[src/inc/pgfi_regs.vh]
`ifndef PGFI_REGS_VH
`define PGFI_REGS_VH

// Register offsets
`define PGFI_ADDR_PG_CTRL_A 8'h15
`define PGFI_ADDR_PG_CTRL_B 8'h16
`define PGFI_ADDR_FAULT_LATCH 8'h17
`define PGFI_ADDR_SOFT_RESET 8'h18
`define PGFI_ADDR_TOP_FLAGS 8'h19
`define PGFI_ADDR_TOP_FLAGS_B 8'h1a
`define PGFI_ADDR_BUCK_EVENTS 8'h1b
`define PGFI_ADDR_LDO_EVENTS 8'h1c
`define PGFI_ADDR_TOP_STATUS 8'h1d

// Reset values
`define PGFI_RST_PG_CTRL_A 8'h0f
`define PGFI_RST_PG_CTRL_B 8'h00
`define PGFI_RST_FAULT_LATCH 4'h0
`define PGFI_RST_TOP_FLAGS 8'h00

// Control A fields
`define PGFI_BIT_POLARITY 7
`define PGFI_MON_EN_MSB 3
`define PGFI_MON_EN_LSB 0

// Control B fields
`define PGFI_BIT_TWARN_GATES 2
`define PGFI_BIT_FAULT_DRIVES 1
`define PGFI_BIT_MODE 0

// Soft reset field
`define PGFI_BIT_SOFT_RESET 0

// Top flag fields
`define PGFI_BIT_PG_DROP 7
`define PGFI_BIT_LDO_SUM 6
`define PGFI_BIT_BUCK_SUM 5
`define PGFI_BIT_EXT_CLK 4
`define PGFI_BIT_TSD 3
`define PGFI_BIT_TWARN 2
`define PGFI_BIT_OVP 1
`define PGFI_BIT_CUR_RES 0

// Second top flag field
`define PGFI_BIT_RESET_SEEN 0

// Synchroniser depth for pins
`define PGFI_SYNC_STAGES 3

`endif

[src/core/pgfi_sync.v]
`timescale 1ns/1ps
// Three-stage pin synchroniser; output moves only when stages two and three agree
module pgfi_sync #(
  parameter W = 1
) (
  // Clock and reset
  input wire sys_clk,
  input wire reset_n,
  // Pins and clean levels
  input wire [W-1:0] pin_in,
  output wire [W-1:0] level_out
);
  genvar i;
  generate
    for (i = 0; i < W; i = i + 1) begin : g_bit
      reg s1_ff;
      reg s2_ff;
      reg s3_ff;
      reg lvl_ff;
      always @(posedge sys_clk or negedge reset_n) begin
        if (!reset_n) begin
          s1_ff <= 1'b0;
          s2_ff <= 1'b0;
          s3_ff <= 1'b0;
          lvl_ff <= 1'b0;
        end else begin
          s1_ff <= pin_in[i];
          s2_ff <= s1_ff;
          s3_ff <= s2_ff;
          if (s2_ff == s3_ff) begin
            lvl_ff <= s3_ff;
          end
        end
      end
      assign level_out[i] = lvl_ff;
    end
  endgenerate
endmodule // pgfi_sync

[src/core/pgfi_w1c.v]
`timescale 1ns/1ps
// Bank of sticky flags: hardware sets, software clears, set wins on collision
module pgfi_w1c #(
  parameter W = 8
) (
  // Clock and reset
  input wire sys_clk,
  input wire reset_n,
  // Control
  input wire restore,
  input wire [W-1:0] set_in,
  input wire [W-1:0] clr_in,
  // State
  output wire [W-1:0] flags
);
  reg [W-1:0] flag_ff;
  reg [W-1:0] nxt_flag;

  always @* begin
    nxt_flag = flag_ff;
    if (restore) begin
      nxt_flag = {W{1'b0}};
    end
    nxt_flag = (nxt_flag & ~clr_in) | set_in;
  end

  always @(posedge sys_clk or negedge reset_n) begin
    if (!reset_n) begin
      flag_ff <= {W{1'b0}};
    end else begin
      flag_ff <= nxt_flag;
    end
  end

  assign flags = flag_ff;
endmodule // pgfi_w1c

[src/core/pgfi_regs.v]
`timescale 1ns/1ps
`include "pgfi_regs.vh"
module pgfi_regs #(
  parameter RAILS = 4
) (
  // Clock and reset
  input wire sys_clk,
  input wire reset_n,
  // Register access port, one byte per access
  input wire reg_wr_en,
  input wire reg_rd_en,
  input wire [7:0] reg_addr,
  input wire [7:0] reg_wdata,
  output reg [7:0] reg_rdata,
  // Analog monitor levels, asynchronous
  input wire [RAILS-1:0] rail_valid,
  input wire thermal_warning_live,
  input wire thermal_shutdown_live,
  input wire overvoltage_live,
  input wire ext_clk_present,
  input wire supply_undervoltage,
  // Same-clock event sources
  input wire current_result_ready,
  input wire [7:0] ldo_event_register,
  input wire [7:0] buck_event_register,
  // Regulator and output requests
  input wire [RAILS-1:0] rail_enable_req,
  input wire gpo_a_req,
  input wire gpo_b_req,
  // Outputs to pins and regulators
  output reg power_good_out,
  output reg [RAILS-1:0] rail_enable,
  output reg general_output_a,
  output reg general_output_b,
  // Reset side effects
  output reg otp_reload,
  output reg serial_if_reset
);
  localparam NSYNC = RAILS + 5;

  // Synchronised levels
  wire [NSYNC-1:0] sync_level;
  wire [RAILS-1:0] valid_s;
  wire twarn_s;
  wire tsd_s;
  wire ovp_s;
  wire clk_s;
  wire uvlo_s;

  pgfi_sync #(
    .W(NSYNC)
  ) u_sync (
    .sys_clk(sys_clk),
    .reset_n(reset_n),
    .pin_in({supply_undervoltage, ext_clk_present, overvoltage_live,
             thermal_shutdown_live, thermal_warning_live, rail_valid}),
    .level_out(sync_level)
  );

  assign valid_s = sync_level[RAILS-1:0];
  assign twarn_s = sync_level[RAILS];
  assign tsd_s = sync_level[RAILS+1];
  assign ovp_s = sync_level[RAILS+2];
  assign clk_s = sync_level[RAILS+3];
  assign uvlo_s = sync_level[RAILS+4];

  // Previous levels for edge detection
  reg twarn_d_ff;
  reg tsd_d_ff;
  reg ovp_d_ff;
  reg clk_d_ff;
  reg uvlo_d_ff;

  always @(posedge sys_clk or negedge reset_n) begin
    if (!reset_n) begin
      twarn_d_ff <= 1'b0;
      tsd_d_ff <= 1'b0;
      ovp_d_ff <= 1'b0;
      clk_d_ff <= 1'b0;
      uvlo_d_ff <= 1'b0;
    end else begin
      twarn_d_ff <= twarn_s;
      tsd_d_ff <= tsd_s;
      ovp_d_ff <= ovp_s;
      clk_d_ff <= clk_s;
      uvlo_d_ff <= uvlo_s;
    end
  end

  wire twarn_rise = twarn_s & ~twarn_d_ff;
  wire tsd_rise = tsd_s & ~tsd_d_ff;
  wire ovp_rise = ovp_s & ~ovp_d_ff;
  wire clk_change = clk_s ^ clk_d_ff;
  wire uvlo_rise = uvlo_s & ~uvlo_d_ff;

  // Access decode
  wire wr_ctrl_a = reg_wr_en && (reg_addr == `PGFI_ADDR_PG_CTRL_A);
  wire wr_ctrl_b = reg_wr_en && (reg_addr == `PGFI_ADDR_PG_CTRL_B);
  wire wr_fault = reg_wr_en && (reg_addr == `PGFI_ADDR_FAULT_LATCH);
  wire wr_reset = reg_wr_en && (reg_addr == `PGFI_ADDR_SOFT_RESET);
  wire wr_top = reg_wr_en && (reg_addr == `PGFI_ADDR_TOP_FLAGS);
  wire wr_top_b = reg_wr_en && (reg_addr == `PGFI_ADDR_TOP_FLAGS_B);

  // Soft reset sequencing
  reg soft_reset_cmd_ff;
  wire restore;

  always @(posedge sys_clk or negedge reset_n) begin
    if (!reset_n) begin
      soft_reset_cmd_ff <= 1'b0;
    end else if (soft_reset_cmd_ff) begin
      soft_reset_cmd_ff <= 1'b0;
    end else if (wr_reset && reg_wdata[`PGFI_BIT_SOFT_RESET]) begin
      soft_reset_cmd_ff <= 1'b1;
    end
  end

  // Commanded reset or undervoltage brings every register except the reset-seen flag back to default
  assign restore = soft_reset_cmd_ff | uvlo_rise;

  always @(posedge sys_clk or negedge reset_n) begin
    if (!reset_n) begin
      otp_reload <= 1'b0;
      serial_if_reset <= 1'b0;
    end else begin
      otp_reload <= restore;
      serial_if_reset <= soft_reset_cmd_ff;
    end
  end

  // Power-good control registers
  reg [7:0] pg_ctrl_a_ff;
  reg [7:0] pg_ctrl_b_ff;

  always @(posedge sys_clk or negedge reset_n) begin
    if (!reset_n) begin
      pg_ctrl_a_ff <= `PGFI_RST_PG_CTRL_A;
      pg_ctrl_b_ff <= `PGFI_RST_PG_CTRL_B;
    end else if (restore) begin
      pg_ctrl_a_ff <= `PGFI_RST_PG_CTRL_A;
      pg_ctrl_b_ff <= `PGFI_RST_PG_CTRL_B;
    end else begin
      if (wr_ctrl_a) begin
        pg_ctrl_a_ff <= reg_wdata;
      end
      if (wr_ctrl_b) begin
        pg_ctrl_b_ff <= reg_wdata;
      end
    end
  end

  wire pg_polarity = pg_ctrl_a_ff[`PGFI_BIT_POLARITY];
  wire [RAILS-1:0] mon_en = pg_ctrl_a_ff[`PGFI_MON_EN_MSB:`PGFI_MON_EN_LSB];
  wire thermal_warn_gates_pg = pg_ctrl_b_ff[`PGFI_BIT_TWARN_GATES];
  wire fault_latch_drives_pg = pg_ctrl_b_ff[`PGFI_BIT_FAULT_DRIVES];
  wire pg_operating_mode = pg_ctrl_b_ff[`PGFI_BIT_MODE];

  // Rail fault latches: bit 0 buck a, 1 buck b, 2 ldo a, 3 ldo b
  wire [RAILS-1:0] rail_fault;
  wire [RAILS-1:0] rail_bad = mon_en & ~valid_s;
  wire [RAILS-1:0] fault_clr = {RAILS{wr_fault}} & reg_wdata[RAILS-1:0] & valid_s;
  reg pg_ok_ff;

  pgfi_w1c #(
    .W(RAILS)
  ) u_fault (
    .sys_clk(sys_clk),
    .reset_n(reset_n),
    .restore(restore),
    .set_in(rail_bad & {RAILS{pg_ok_ff}}),
    .clr_in(fault_clr),
    .flags(rail_fault)
  );

  wire ldo_b_fault_latch = rail_fault[3];
  wire ldo_a_fault_latch = rail_fault[2];
  wire buck_b_fault_latch = rail_fault[1];
  wire buck_a_fault_latch = rail_fault[0];
  wire any_fault = ldo_b_fault_latch | ldo_a_fault_latch | buck_b_fault_latch | buck_a_fault_latch;

  // Top flags
  wire [7:0] top_latched;
  wire thermal_shutdown_flag = top_latched[`PGFI_BIT_TSD];
  wire thermal_warning_flag = top_latched[`PGFI_BIT_TWARN];
  wire overvoltage_flag = top_latched[`PGFI_BIT_OVP];

  // Power-good qualification
  reg pg_ok;

  always @* begin
    if (fault_latch_drives_pg) begin
      pg_ok = ~any_fault;
    end else begin
      pg_ok = ~|rail_bad;
    end
    if (!pg_operating_mode && ((mon_en & ~rail_enable) != {RAILS{1'b0}})) begin
      pg_ok = 1'b0;
    end
    if (thermal_warn_gates_pg && thermal_warning_flag) begin
      pg_ok = 1'b0;
    end
  end

  always @(posedge sys_clk or negedge reset_n) begin
    if (!reset_n) begin
      pg_ok_ff <= 1'b0;
      power_good_out <= 1'b0;
    end else begin
      pg_ok_ff <= pg_ok;
      power_good_out <= pg_ok ^ pg_polarity;
    end
  end

  wire pg_drop = pg_ok_ff & ~pg_ok;

  // Sticky top flags; summary bits are never cleared by software
  wire [7:0] top_set;
  wire [7:0] top_clr;

  assign top_set[`PGFI_BIT_PG_DROP] = pg_drop;
  assign top_set[`PGFI_BIT_LDO_SUM] = 1'b0;
  assign top_set[`PGFI_BIT_BUCK_SUM] = 1'b0;
  assign top_set[`PGFI_BIT_EXT_CLK] = clk_change;
  assign top_set[`PGFI_BIT_TSD] = tsd_rise;
  assign top_set[`PGFI_BIT_TWARN] = twarn_rise;
  assign top_set[`PGFI_BIT_OVP] = ovp_rise;
  assign top_set[`PGFI_BIT_CUR_RES] = current_result_ready;
  assign top_clr = {8{wr_top}} & reg_wdata & 8'h9f;

  pgfi_w1c #(
    .W(8)
  ) u_top (
    .sys_clk(sys_clk),
    .reset_n(reset_n),
    .restore(restore),
    .set_in(top_set),
    .clr_in(top_clr),
    .flags(top_latched)
  );

  wire ldo_summary_flag = |ldo_event_register;
  wire buck_summary_flag = |buck_event_register;
  wire [7:0] top_view = {top_latched[7], ldo_summary_flag, buck_summary_flag, top_latched[4:0]};

  // Reset-seen flag survives the restore it reports
  wire reset_seen;

  pgfi_w1c #(
    .W(1)
  ) u_rst (
    .sys_clk(sys_clk),
    .reset_n(reset_n),
    .restore(1'b0),
    .set_in(restore),
    .clr_in(wr_top_b & reg_wdata[`PGFI_BIT_RESET_SEEN]),
    .flags(reset_seen)
  );

  // Regulator and general output gating
  wire hard_block = thermal_shutdown_flag | tsd_s | overvoltage_flag | ovp_s;

  always @(posedge sys_clk or negedge reset_n) begin
    if (!reset_n) begin
      rail_enable <= {RAILS{1'b0}};
      general_output_a <= 1'b0;
      general_output_b <= 1'b0;
    end else if (hard_block) begin
      rail_enable <= {RAILS{1'b0}};
      general_output_a <= 1'b0;
      general_output_b <= 1'b0;
    end else begin
      rail_enable <= restore ? {RAILS{1'b0}} : rail_enable_req;
      general_output_a <= gpo_a_req;
      general_output_b <= gpo_b_req;
    end
  end

  // Read data, one cycle after the read strobe; unmapped reads give zero
  always @(posedge sys_clk or negedge reset_n) begin
    if (!reset_n) begin
      reg_rdata <= 8'h00;
    end else if (reg_rd_en) begin
      case (reg_addr)
        `PGFI_ADDR_PG_CTRL_A: reg_rdata <= pg_ctrl_a_ff;
        `PGFI_ADDR_PG_CTRL_B: reg_rdata <= pg_ctrl_b_ff;
        `PGFI_ADDR_FAULT_LATCH: reg_rdata <= {4'h0, rail_fault};
        `PGFI_ADDR_SOFT_RESET: reg_rdata <= {7'h00, soft_reset_cmd_ff};
        `PGFI_ADDR_TOP_FLAGS: reg_rdata <= top_view;
        `PGFI_ADDR_TOP_FLAGS_B: reg_rdata <= {7'h00, reset_seen};
        `PGFI_ADDR_BUCK_EVENTS: reg_rdata <= buck_event_register;
        `PGFI_ADDR_LDO_EVENTS: reg_rdata <= ldo_event_register;
        `PGFI_ADDR_TOP_STATUS: reg_rdata <= {pg_ok_ff, 2'b00, ~clk_s, tsd_s, twarn_s, ovp_s, 1'b0};
        default: reg_rdata <= 8'h00;
      endcase
    end
  end
endmodule // pgfi_regs

[config.mk]
export PLATFORM = sky130hd
export DESIGN_NAME = pgfi_regs
export DESIGN_NICKNAME = d
export VERILOG_FILES = /design/src/core/pgfi_sync.v /design/src/core/pgfi_w1c.v /design/src/core/pgfi_regs.v
export VERILOG_INCLUDE_DIRS = /design/src /design/src/inc
export SDC_FILE = /design/constraint.sdc
export NUM_CORES = 1
export LEC_CHECK = 0
export BUFFER_PORTS_ARGS = -buffer_cell sky130_fd_sc_hd__buf_2
export CORE_MARGIN = 2
export CORE_UTILIZATION = 44
export CTS_CLUSTER_DIAMETER = 80
export CTS_CLUSTER_SIZE = 24
export DETAILED_ROUTE_END_ITERATION = 6
export GPL_ROUTABILITY_DRIVEN = 0
export GPL_TIMING_DRIVEN = 0
export PLACE_DENSITY = 0.61
export SKIP_LAST_GASP = 1
export SLEW_MARGIN = 20
export SYNTH_ARGS = -nofsm -noshare
export SYNTH_HDL_FRONTEND = slang
export SYNTH_HIERARCHICAL = 1
export SYNTH_SLANG_ARGS = --single-unit
[constraint.sdc]
create_clock -name sys_clk -period 2 [get_ports sys_clk]
set_input_delay 0.5 -clock sys_clk [delete_from_list [all_inputs] [get_ports sys_clk]]
set_output_delay 0.5 -clock sys_clk [all_outputs]
set_load 0.03 [all_outputs]
# [Word-level counts from Yosys, hierarchy flattened]
# Cells that the tools add are included.
[totals] reg_bits=89 inputBits=52 out_inout_bits=17 elab_cells=145
[classes] eq_ne=18 n_mux=16 bitwise=39 reduce_logical=17
[ops] cell="$eq A8 B5 Y1 const B" count=9
[ops] cell="$pmux W8 S9" count=1
[ops] cell="$mux W8" count=5
[ops] cell="$and A4 B4 Y4" count=6
[ops] cell="$and A8 B8 Y8" count=2
[ops] cell="$reduce_or A8 Y1" count=2
[ops] cell="$mux W4" count=3
[ops] cell="$not A4 Y4" count=3
[ops] cell="$eq A1 B1 Y1" count=9
[ops] cell="$logic_and A1 B1 Y1" count=9
[ops] cell="$not A1 Y1" count=8
[ops] cell="$not A8 Y8" count=1
[ops] cell="$or A1 B1 Y1" count=8
[ops] cell="$or A8 B8 Y8" count=1
[ops] cell="$and A1 B1 Y1" count=7
[ops] cell="$mux W1" count=7
[ops] cell="$or A4 B4 Y4" count=1
[ops] cell="$reduce_bool A2 Y1" count=2
[ops] cell="$reduce_bool A4 Y1" count=1
[ops] cell="$reduce_or A4 Y1" count=1
[ops] cell="$logic_not A1 Y1" count=2
[ops] cell="$xor A1 B1 Y1" count=2

# [Longest topological paths before layout]
# Gate-level depths: netlist of run 1.
[depth] word_depth=10 ltp_mapped=7 ltp_nobuf=6

# [By module]
# Netlist of run 1, hierarchy kept.
[by_module_without_submodules] module="pgfi_regs" n_inst=1 cells_per_inst=234 area_per_inst_um2=2265.9 seq_area_each_um2=1006.0
[by_module_without_submodules] module="pgfi_sync" n_inst=1 cells_per_inst=54 area_per_inst_um2=1069.8 seq_area_each_um2=900.9
[by_module_without_submodules] module="pgfi_w1c at u_top" n_inst=1 cells_per_inst=25 area_per_inst_um2=354.1 seq_area_each_um2=200.2
[by_module_without_submodules] module="pgfi_w1c at u_fault" n_inst=1 cells_per_inst=12 area_per_inst_um2=152.6 seq_area_each_um2=100.1
[by_module_without_submodules] module="pgfi_w1c at u_rst" n_inst=1 cells_per_inst=3 area_per_inst_um2=36.3 seq_area_each_um2=25.0

# [Least setup slack after synthesis of run 1]
# No wires, ideal clock.
[synth_timing] path_type="in2reg" start="input port reg_addr[5]" end="register u_top.flag_ff[0] (netlist: u_top/flags[0])" arrival_time_ps=1904 setup_slack_ps=-28 stages=6 n_path_buf=0 path_cell_list="or4b_4 nor3_1 nand3_1 nor3b_1 nor3b_2 or2_1"
[synth_between] elab_chain_len=6
[synth_lines] item="start: declaration" line_no="pgfi_regs.v:12" rtl="input wire [7:0] reg_addr,"
[synth_lines] item="$eq A8 B5 Y1"
[synth_lines] item="$logic_and A1 B1 Y1" line_no="pgfi_regs.v:101" rtl="wire wr_top = reg_wr_en && (reg_addr == `PGFI_ADDR_TOP_FLAGS);"
[synth_lines] item="$and A8 B8 Y8" line_no="pgfi_regs.v:228" rtl="assign top_clr = {8{wr_top}} & reg_wdata & 8'h9f;"
[synth_lines] item="via top_clr[0]" line_no="pgfi_regs.v:218" rtl="wire [7:0] top_clr;"
[synth_lines] item="$not A8 Y8" line_no="pgfi_w1c.v:24" rtl="nxt_flag = (nxt_flag & ~clr_in) | set_in;"
[synth_lines] item="$and A8 B8 Y8" line_no="pgfi_w1c.v:24"
[synth_lines] item="$or A8 B8 Y8" line_no="pgfi_w1c.v:24"
[synth_lines] item="via u_top.nxt_flag[0]" line_no="pgfi_w1c.v:17" rtl="reg [W-1:0] nxt_flag;"
[synth_lines] item="end signal: assignment" line_no="pgfi_w1c.v:29" rtl="flag_ff <= {W{1'b0}};"
[synth_lines] item="end signal: assignment" line_no="pgfi_w1c.v:31" rtl="flag_ff <= nxt_flag;"
[synth_lines] item="end: declaration" line_no="pgfi_w1c.v:16" rtl="reg [W-1:0] flag_ff;"
# The timed path passes the listed nets, and every way through them passes these cells.
# A chain may end at the register's enable or synchronous reset.

# [Final worst setup path of run 1]
# Same ends and word-level chain as after synthesis.

==> results, run 1 <==
- The number of warning messages in the yosys log is 6.
- The total power divided by cell area is ~780 nW/um2.
- For the final routed database, the setup TNS stands at 0 ns.
- The actual slew at the worst max-slew pin is approximately 0.87 ns.
- The fraction of final layout cells sized beyond drive strength 1 is 0.314.
- The routed design has between 8000 and 9000 um of wire.
- The number of antenna violations at the first check in global routing came to 0.
- The startpoint kind of the worst setup timing path is a primary input.
- The hold violation count in the final report is 0.
- The maximum count of clock buffers along a single path is 2.
- Synthesis produced a netlist with a net count of ~370.
- Static timing analysis puts the maximum clock frequency at approximately 0.51 GHz.
- The count of nets left with antenna violations after detail routing is 0.
- The root buffer cell chosen for the clock tree is sky130_fd_sc_hd__clkbuf_8.
- Counting every instance in the synthesized netlist gives 322.
- Clock tree synthesis inserted a total of 9 buffers.
- Of the available clock period, the critical path in the final layout requires 0.977.
- The CTS clock-pin slew for the worst setup and hold paths is ~0.090 ns.
- The critical register-to-register path startpoint is u_sync/g_bit[2].lvl_ff.
- The count of nets after finishing is 452.
- After filler insertion, the fill cell instance count of the layout stands at 731.
- On the final layout, the worst clock skew is 0.0163 ns.
- In this run the cell area measured after placement is about 4300 um2.
- The post-synthesis to final-layout area growth is 18.8%.
- The area of all placed cells without fillers is 4510 um2.
- The total count of max-transition violations in the final report is 0.
- The global-route wire length before repair is 15000 um.
- The number of remaining DRC errors is 0.
- In this run the worst path has a maximum fanout of 5.
- The overall die height is 96.9 um.
- The initial standard-cell utilization of the core is 0.458.
- The total inserted antenna cells is 0.
- The nature of the critical path endpoint is a flop.
- Pin placement for this block handled slightly below 70 I/O pins.
- The maximum number of pins on one net before global-route repair is 57.
- The power share of the combinational group is 0.110.
- The overall die width is 96.9 um.
- Of the total power, the share spent switching nets is 0.257.
- The internal power of the cells totals about 0.0026 W.
- The max capacitance violation total is 0.
- The floorplan step defined a die boundary enclosing 9390 um2.
- After detailed routing, the average wire length per cell comes to 17.5 um.
- The H-tree was split into 3 levels.
- The post-route minimum period is 1.95 ns.
- The hold-fix buffer count after cts is 0.
- The total vias in the final route is 2802.
- At the worst endpoint, the arrival time is 2.19 ns.
- The analysis attributes to cell leakage a power of 2.23 nW.
- The worst-case IR drop observed on VDD is ~0.00047 V.
- In this run, the number of DRC markers left after iteration 0 of detailed routing was 141.
- Counting every sink on the clock net gives 87.
- The area of the core is 8300 um2.
- The flow ran to the end, and the final reports show no timing, DRC or antenna violations.
- The critical path in this run is classified as primary input to flop.
- Dividing the synthesized area by the synthesized cell count gives about 12 um2.
- The fraction of power consumed by the clock network is 0.348.
- In this run the worst hold path is classified as primary input to async pin.
- The switching power is about 0.00090 W.
- TritonCTS built the clock tree.
- The cell area after synthesis is 3800 um2.
- The sum of net half-perimeters after detailed placement is 6520 um.
- Port buffering added between 60 and 70 buffers.
- Headroom to the max-slew limit came out at 0.414.
- The number of placement rows is 33.
- For this run, the total global-route usage over all layers was measured as 0.203.
- Setup violations remaining at the end of the flow were counted as 0.
- The total overflow left after global routing is 0.
- The relative contribution of sequential cells to total power is 0.541.
- The power consumption is about 0.0035 W.
- Setup repair after global routing left no endpoint under its margin.
- For this run, the detailed router's first-pass iteration total came to 5.
- Tracing the worst setup path back leads to its startpoint at reg_addr[5].
- The via density per instance is 5.49.
- The via count of the first global-routing pass came to 2826.
- Measured on the finished design, the core utilization comes to 0.544.
- The critical path data required time is between 2 and 2.5 ns.
- The later pin in the worst-skew pair is clocked with a latency of 0.36 ns.
==> layout make-up <==
class	instances	area, um2	area share
plain buffers	19	116	0.0258
clock buffers	10	128	0.0283
clock inverters	6	67.6	0.0150
inverters	16	60.1	0.0133
multi-input cells	199	1460	0.324
flip-flops and latches	87	2180	0.484
well taps	105	131	0.0291
repair buffers	68	365	0.0810
==> registers in the layout (all words and copies together), names as in the netlist, 6 cells and up <==
| name | cells |
|---|---|
| reg_rdata | 8 |
| pg_ctrl_a_ff | 8 |
| u_sync/g_bit.s3_ff | 9 |
| u_top/flags | 6 |
| pg_ctrl_b_ff | 8 |
| u_sync/g_bit.s2_ff | 9 |
| u_sync/g_bit.s1_ff | 9 |
| u_sync/g_bit.lvl_ff | 9 |
==> placed cells by master (no fill, tap or decap), types with 6 or more instances in the layout <==
cell type and count:
sky130_fd_sc_hd__clkbuf_8 9, sky130_fd_sc_hd__o22ai_1 16, sky130_fd_sc_hd__mux2i_1 21, sky130_fd_sc_hd__nor4_1 8, sky130_fd_sc_hd__and2_1 9, sky130_fd_sc_hd__nor3b_1 6, sky130_fd_sc_hd__buf_2 69, sky130_fd_sc_hd__dfrtp_1 83
sky130_fd_sc_hd__and3_1 9, sky130_fd_sc_hd__clkbuf_1 6, sky130_fd_sc_hd__buf_4 10, sky130_fd_sc_hd__maj3_2 9, sky130_fd_sc_hd__nand2_1 15, sky130_fd_sc_hd__inv_1 16, sky130_fd_sc_hd__nor3b_2 6, sky130_fd_sc_hd__or2_1 9
sky130_fd_sc_hd__a22oi_1 6, sky130_fd_sc_hd__nor2b_1 13, sky130_fd_sc_hd__nor2_1 18
==> per-layer routing <==
layer | up-vias | track usage | wire, um
met5 | - | 0 | 0
met4 | 0 | 0.0693 | 219
met3 | 17 | 0.0542 | 641
met2 | 124 | 0.304 | 4030
met1 | 1366 | 0.288 | 4060
li1 | 1295 | - | -
==> worst paths after layout <==
kind,end,slack (ns),cells after the start
min in group sys_clk,u_sync/g_bit[0].s1_ff,0.24,1
worst max-delay path,u_top/flags[0],0.05,7
worst max register to register,u_top/flags[7],0.19,6
worst min-delay path,reg_rdata[6],0.07,1
max in group asynchronous,pg_ctrl_a_ff[0],1.26,2
worst min register to register,u_sync/g_bit[0].s2_ff,0.35,0
==> per-stage QoR <==
step | hold WS [ns] | setup slack [ns] | instances
2_1_floorplan | 0.204 | 0.00207 | 322
4_1_cts | 0.0781 | 0.0541 | 510
3_5_place_dp | 0.336 | -0.435 | 495
3_3_place_gp | 0.331 | -0.423 | 494
6_report | 0.0707 | 0.0453 | 510
5_1_grt | 0.0894 | 0.0163 | 510
==> what timing repair did <==
action | CTS | global route
resized for setup | 3 | 3
endpoints found under the setup margin | 21 | 13
gates cloned | 0 | 0
buffers inserted | 0 | 0
==> power by group through the flow <==
stage	registers [W]	clock network [W]	logic, W
floorplan	0.00193	0	0.000204
global route	0.00191	0.00134	0.000428
finish	0.00189	0.00122	0.000386
detailed placement	0.00193	0	0.000384
CTS	0.00190	0.00127	0.000390
global placement	0.00193	0	0.000371
==> worst max-delay path: stages <==
cell	delay (ns)
sky130_fd_sc_hd__buf_2	0.11
sky130_fd_sc_hd__or4b_4	0.59
sky130_fd_sc_hd__nor3_2	0.20
sky130_fd_sc_hd__nand3_1	0.16
sky130_fd_sc_hd__nor3b_1	0.34
sky130_fd_sc_hd__nor3b_2	0.08
sky130_fd_sc_hd__or2_1	0.20
No activity file was read; power rests on OpenSTA's default activity.
==> run 2: changes to the inputs <==
--- a/config.mk
+++ b/config.mk
@@ -7,6 +7,7 @@
 export NUM_CORES = 1
 export LEC_CHECK = 0
 export BUFFER_PORTS_ARGS = -buffer_cell sky130_fd_sc_hd__buf_2
+export CORE_ASPECT_RATIO = 0.75
 export CORE_MARGIN = 2
 export CORE_UTILIZATION = 44
 export CTS_CLUSTER_DIAMETER = 80
==> results, run 2 (synthesis gave the netlist of run 1 again) <==
- The highest-delay cell along the critical path is sky130_fd_sc_hd__or4b_4 (unchanged).
- The number of remaining DRC errors is 0 (unchanged).
- The CTS tree is built (unchanged).
- The critical path data required time is 2.23 ns (was 2.24 ns).
- Setup repair after global routing missed its margin: yes (was no).
- The largest fanout of any net on the critical path is 5 (unchanged).
- The total global routing track utilization came to 0.205 (was 0.203).
- The hold violation count in the final report is 0 (unchanged).
- The largest clock skew in the final design is 0.0138 ns (was 0.0163 ns).
- The final period utilization is 0.967 (was 0.977).
- The leakage component of the power is 2.29 nW (was 2.23 nW).
- The hold-fix buffer count after cts is 0 (unchanged).
- The actual slew at the worst max-slew pin is 0.646 ns (was 0.871 ns).
- The largest stage delay on the critical path is 0.59 ns (about the same).
- The nature of the critical path endpoint was a flop (unchanged).
- The total power divided by cell area came to 877 nW/um2 (was 776 nW/um2).
- The class of the most critical hold timing path is primary input to async pin (unchanged).
- The total clock buffers created by CTS was 9 (unchanged).
- Result of the run: completed (unchanged).
- The startpoint kind of the worst setup timing path was a primary input (unchanged).
- The number of placement rows came to 29 (was 33).
- The TritonCTS sink count is 87 (unchanged).
- The data arrival time of the worst path came to 2.16 ns (was 2.19 ns).
- The remaining global-route overflow is 0 (unchanged).
- The CTS clock-pin slew for the worst setup and hold paths is 0.08 ns (was 0.09 ns).
- The area of the core was 8420 um2 (was 8300 um2).
- The count of routing violations after the opening detailed-route iteration came to 148 (was 141).
- The initial standard-cell utilization of the core came to 0.451 (was 0.458).
- The detailed-route wire length per cell is 17.5 um (about the same).
- The sum of net half-perimeters after detailed placement is 6520 um (about the same).
- The highest clock rate was 0.517 GHz (was 0.512 GHz).
- The most common library cell in the layout ignoring fill and taps was sky130_fd_sc_hd__dfrtp_1 (unchanged).
- The worst slack at placement is -0.527 ns (was -0.435 ns).
- The area of all placed cells without fillers came to 4640 um2 (was 4510 um2).
- The via count of the first global-routing pass was 2770 (was 2826).
- The maximum ir drop on the vdd rail was 0.000717 V (was 0.000468 V).
- The count of nets after finishing came to 452 (unchanged).
- The maximum number of pins on one net before global-route repair came to 45 (was 57).
- The setup slack after layout is 0.0664 ns (was 0.0453 ns).
- The instance area at placement is 4300 um2 (about the same).
- The overall die height is 84.5 um (was 96.9 um).
- The final number of setup-violating endpoints was 0 (unchanged).
- The post-synthesis to final-layout area growth was 22.1% (was 18.8%).
- The fraction of final layout cells sized beyond drive strength 1 came to 0.319 (was 0.314).
- The number of antenna violations at the first check in global routing was 0 (unchanged).
- The type of the worst setup path is primary input to flop (unchanged).
- The max capacitance violation total was 0 (unchanged).
- Cells along the critical path: buf_2, or4b_4, nor3_2, and3_1, and2_1, nor3b_2, or2_1 (was buf_2, or4b_4, nor3_2, nand3_1, nor3b_1, nor3b_2, or2_1).
- The cell at the root of the clock tree is sky130_fd_sc_hd__clkbuf_16 (was sky130_fd_sc_hd__clkbuf_8).
- The maximum count of clock buffers along a single path was 2 (unchanged).
- The post-route minimum period is 1.93 ns (was 1.95 ns).
- The number of detailed-route iterations in the first pass is 5 (unchanged).
- The top-level I/O count came to 69 (unchanged).
- The total vias in the final route is 2763 (was 2802).
- The via density per instance came to 5.39 (was 5.49).
- The count of nets left with antenna violations after detail routing is 0 (unchanged).
- The global-route wire length before repair is 14600 um (was 15000 um).
- The kind of cell adding the most delay to the critical path is simple AND/OR/NAND/NOR gates (unchanged).
- The H-tree level count is 3 (unchanged).
- The count of buffers inserted at the top-level ports is 67 (unchanged).
- The total inserted antenna cells came to 0 (unchanged).
- Highest-count cells in the layout ignoring fill and taps: 83 x sky130_fd_sc_hd__dfrtp_1, 68 x sky130_fd_sc_hd__buf_2, 21 x sky130_fd_sc_hd__mux2i_1, 18 x sky130_fd_sc_hd__nor2_1 (was 83 x sky130_fd_sc_hd__dfrtp_1, 69 x sky130_fd_sc_hd__buf_2, 21 x sky130_fd_sc_hd__mux2i_1, 18 x sky130_fd_sc_hd__nor2_1).
- The latest clock arrival within the worst-skew pair was 0.35 ns (was 0.36 ns).
- The count of buffer and inverter cells on the critical path was 1 (unchanged).
- The final sum of negative setup slack is 0 ns (unchanged).
- The total count of max-transition violations in the final report is 0 (unchanged).
- The overall die width is 111 um (was 96.9 um).
- The worst slew margin relative to its limit is 0.566 (was 0.414).
- The sum of routed wire length over all layers is 8950 um (about the same).
- The die footprint is 9400 um2 (was 9390 um2).
- The setup slack of the worst register-to-register path is 0.08 ns (was 0.19 ns).
-- run 2: changes by cell type in the layout (fill, tap and decap cells not counted), sizes merged --
cell,previous run,this run
clkinv,1,2
inv,18,20
buf,82,81
clkinvlp,2,0
-- run 2: worst paths after layout --
path	from	end	cells past startpoint
max in group asynchronous	reset_n	pg_ctrl_a_ff[2]	2
min in group sys_clk	ext_clk_present	u_sync/g_bit[7].s1_ff	1
hold / removal	reset_n	pg_ctrl_b_ff[4]	1
setup / recovery	reg_addr[5]	u_top/flags[2]	7
setup reg to reg	u_sync/g_bit[8].lvl_ff	u_top/flags[7]	7
hold reg to reg	u_sync/g_bit[0].s1_ff	u_sync/g_bit[0].s2_ff	0
-- run 2: layer usage --
| layer | track usage | routed length (um) | vias to the layer above | part of all wire |
|---|---|---|---|---|
| met5 | 0 | 0 | - | 0 |
| met4 | 0.0842 | 246 | 0 | 0.027 |
| met3 | 0.0563 | 628 | 20 | 0.070 |
| met2 | 0.304 | 3900 | 104 | 0.44 |
| met1 | 0.288 | 4180 | 1343 | 0.47 |
| li1 | - | - | 1296 | - |
-- run 2: area by class of cell --
cell class	count	area (um2)
Clock buffer	9	225
Tap cell	108	135
Clock inverter	7	95.1
Inverter	16	60.1
Timing Repair Buffer	68	358
Multi-Input combinational cell	199	1470
Fill cell	764	3780
Sequential cell	87	2180
Buffer	19	116
-- run 2: worst register-to-register path, delay by kind of cell, from the launching register on --
family,cells,cell delay [ns]
buffers and inverters,4,0.87
AOI/OAI and AO/OA,1,0.29
and+or+nand+nor,2,0.30
DFF,1,0.39
-- run 2: repair_timing --
item                       in CTS  in global routing
resized for setup               3                  2
buffers inserted                0                  0
setup endpoints to repair      21                  7
-- run 2: where the power goes --
part           switching [W]  internal, W
logic               0.000215     0.000172
clock network       0.000777      0.00101
registers          0.0000503      0.00185
total                0.00104      0.00302
-- run 2: through the flow --
step	utilization	power (W)	hold WS (ns)	instances
6_report	0.551	0.00407	0.129	513
5_1_grt	0.551	0.00423	0.182	513
4_1_cts	0.549	0.00410	0.149	513
3_5_place_dp	0.510	0.00231	0.335	498
3_3_place_gp	0.508	0.00230	0.332	497
2_1_floorplan	-	0.00213	0.204	322
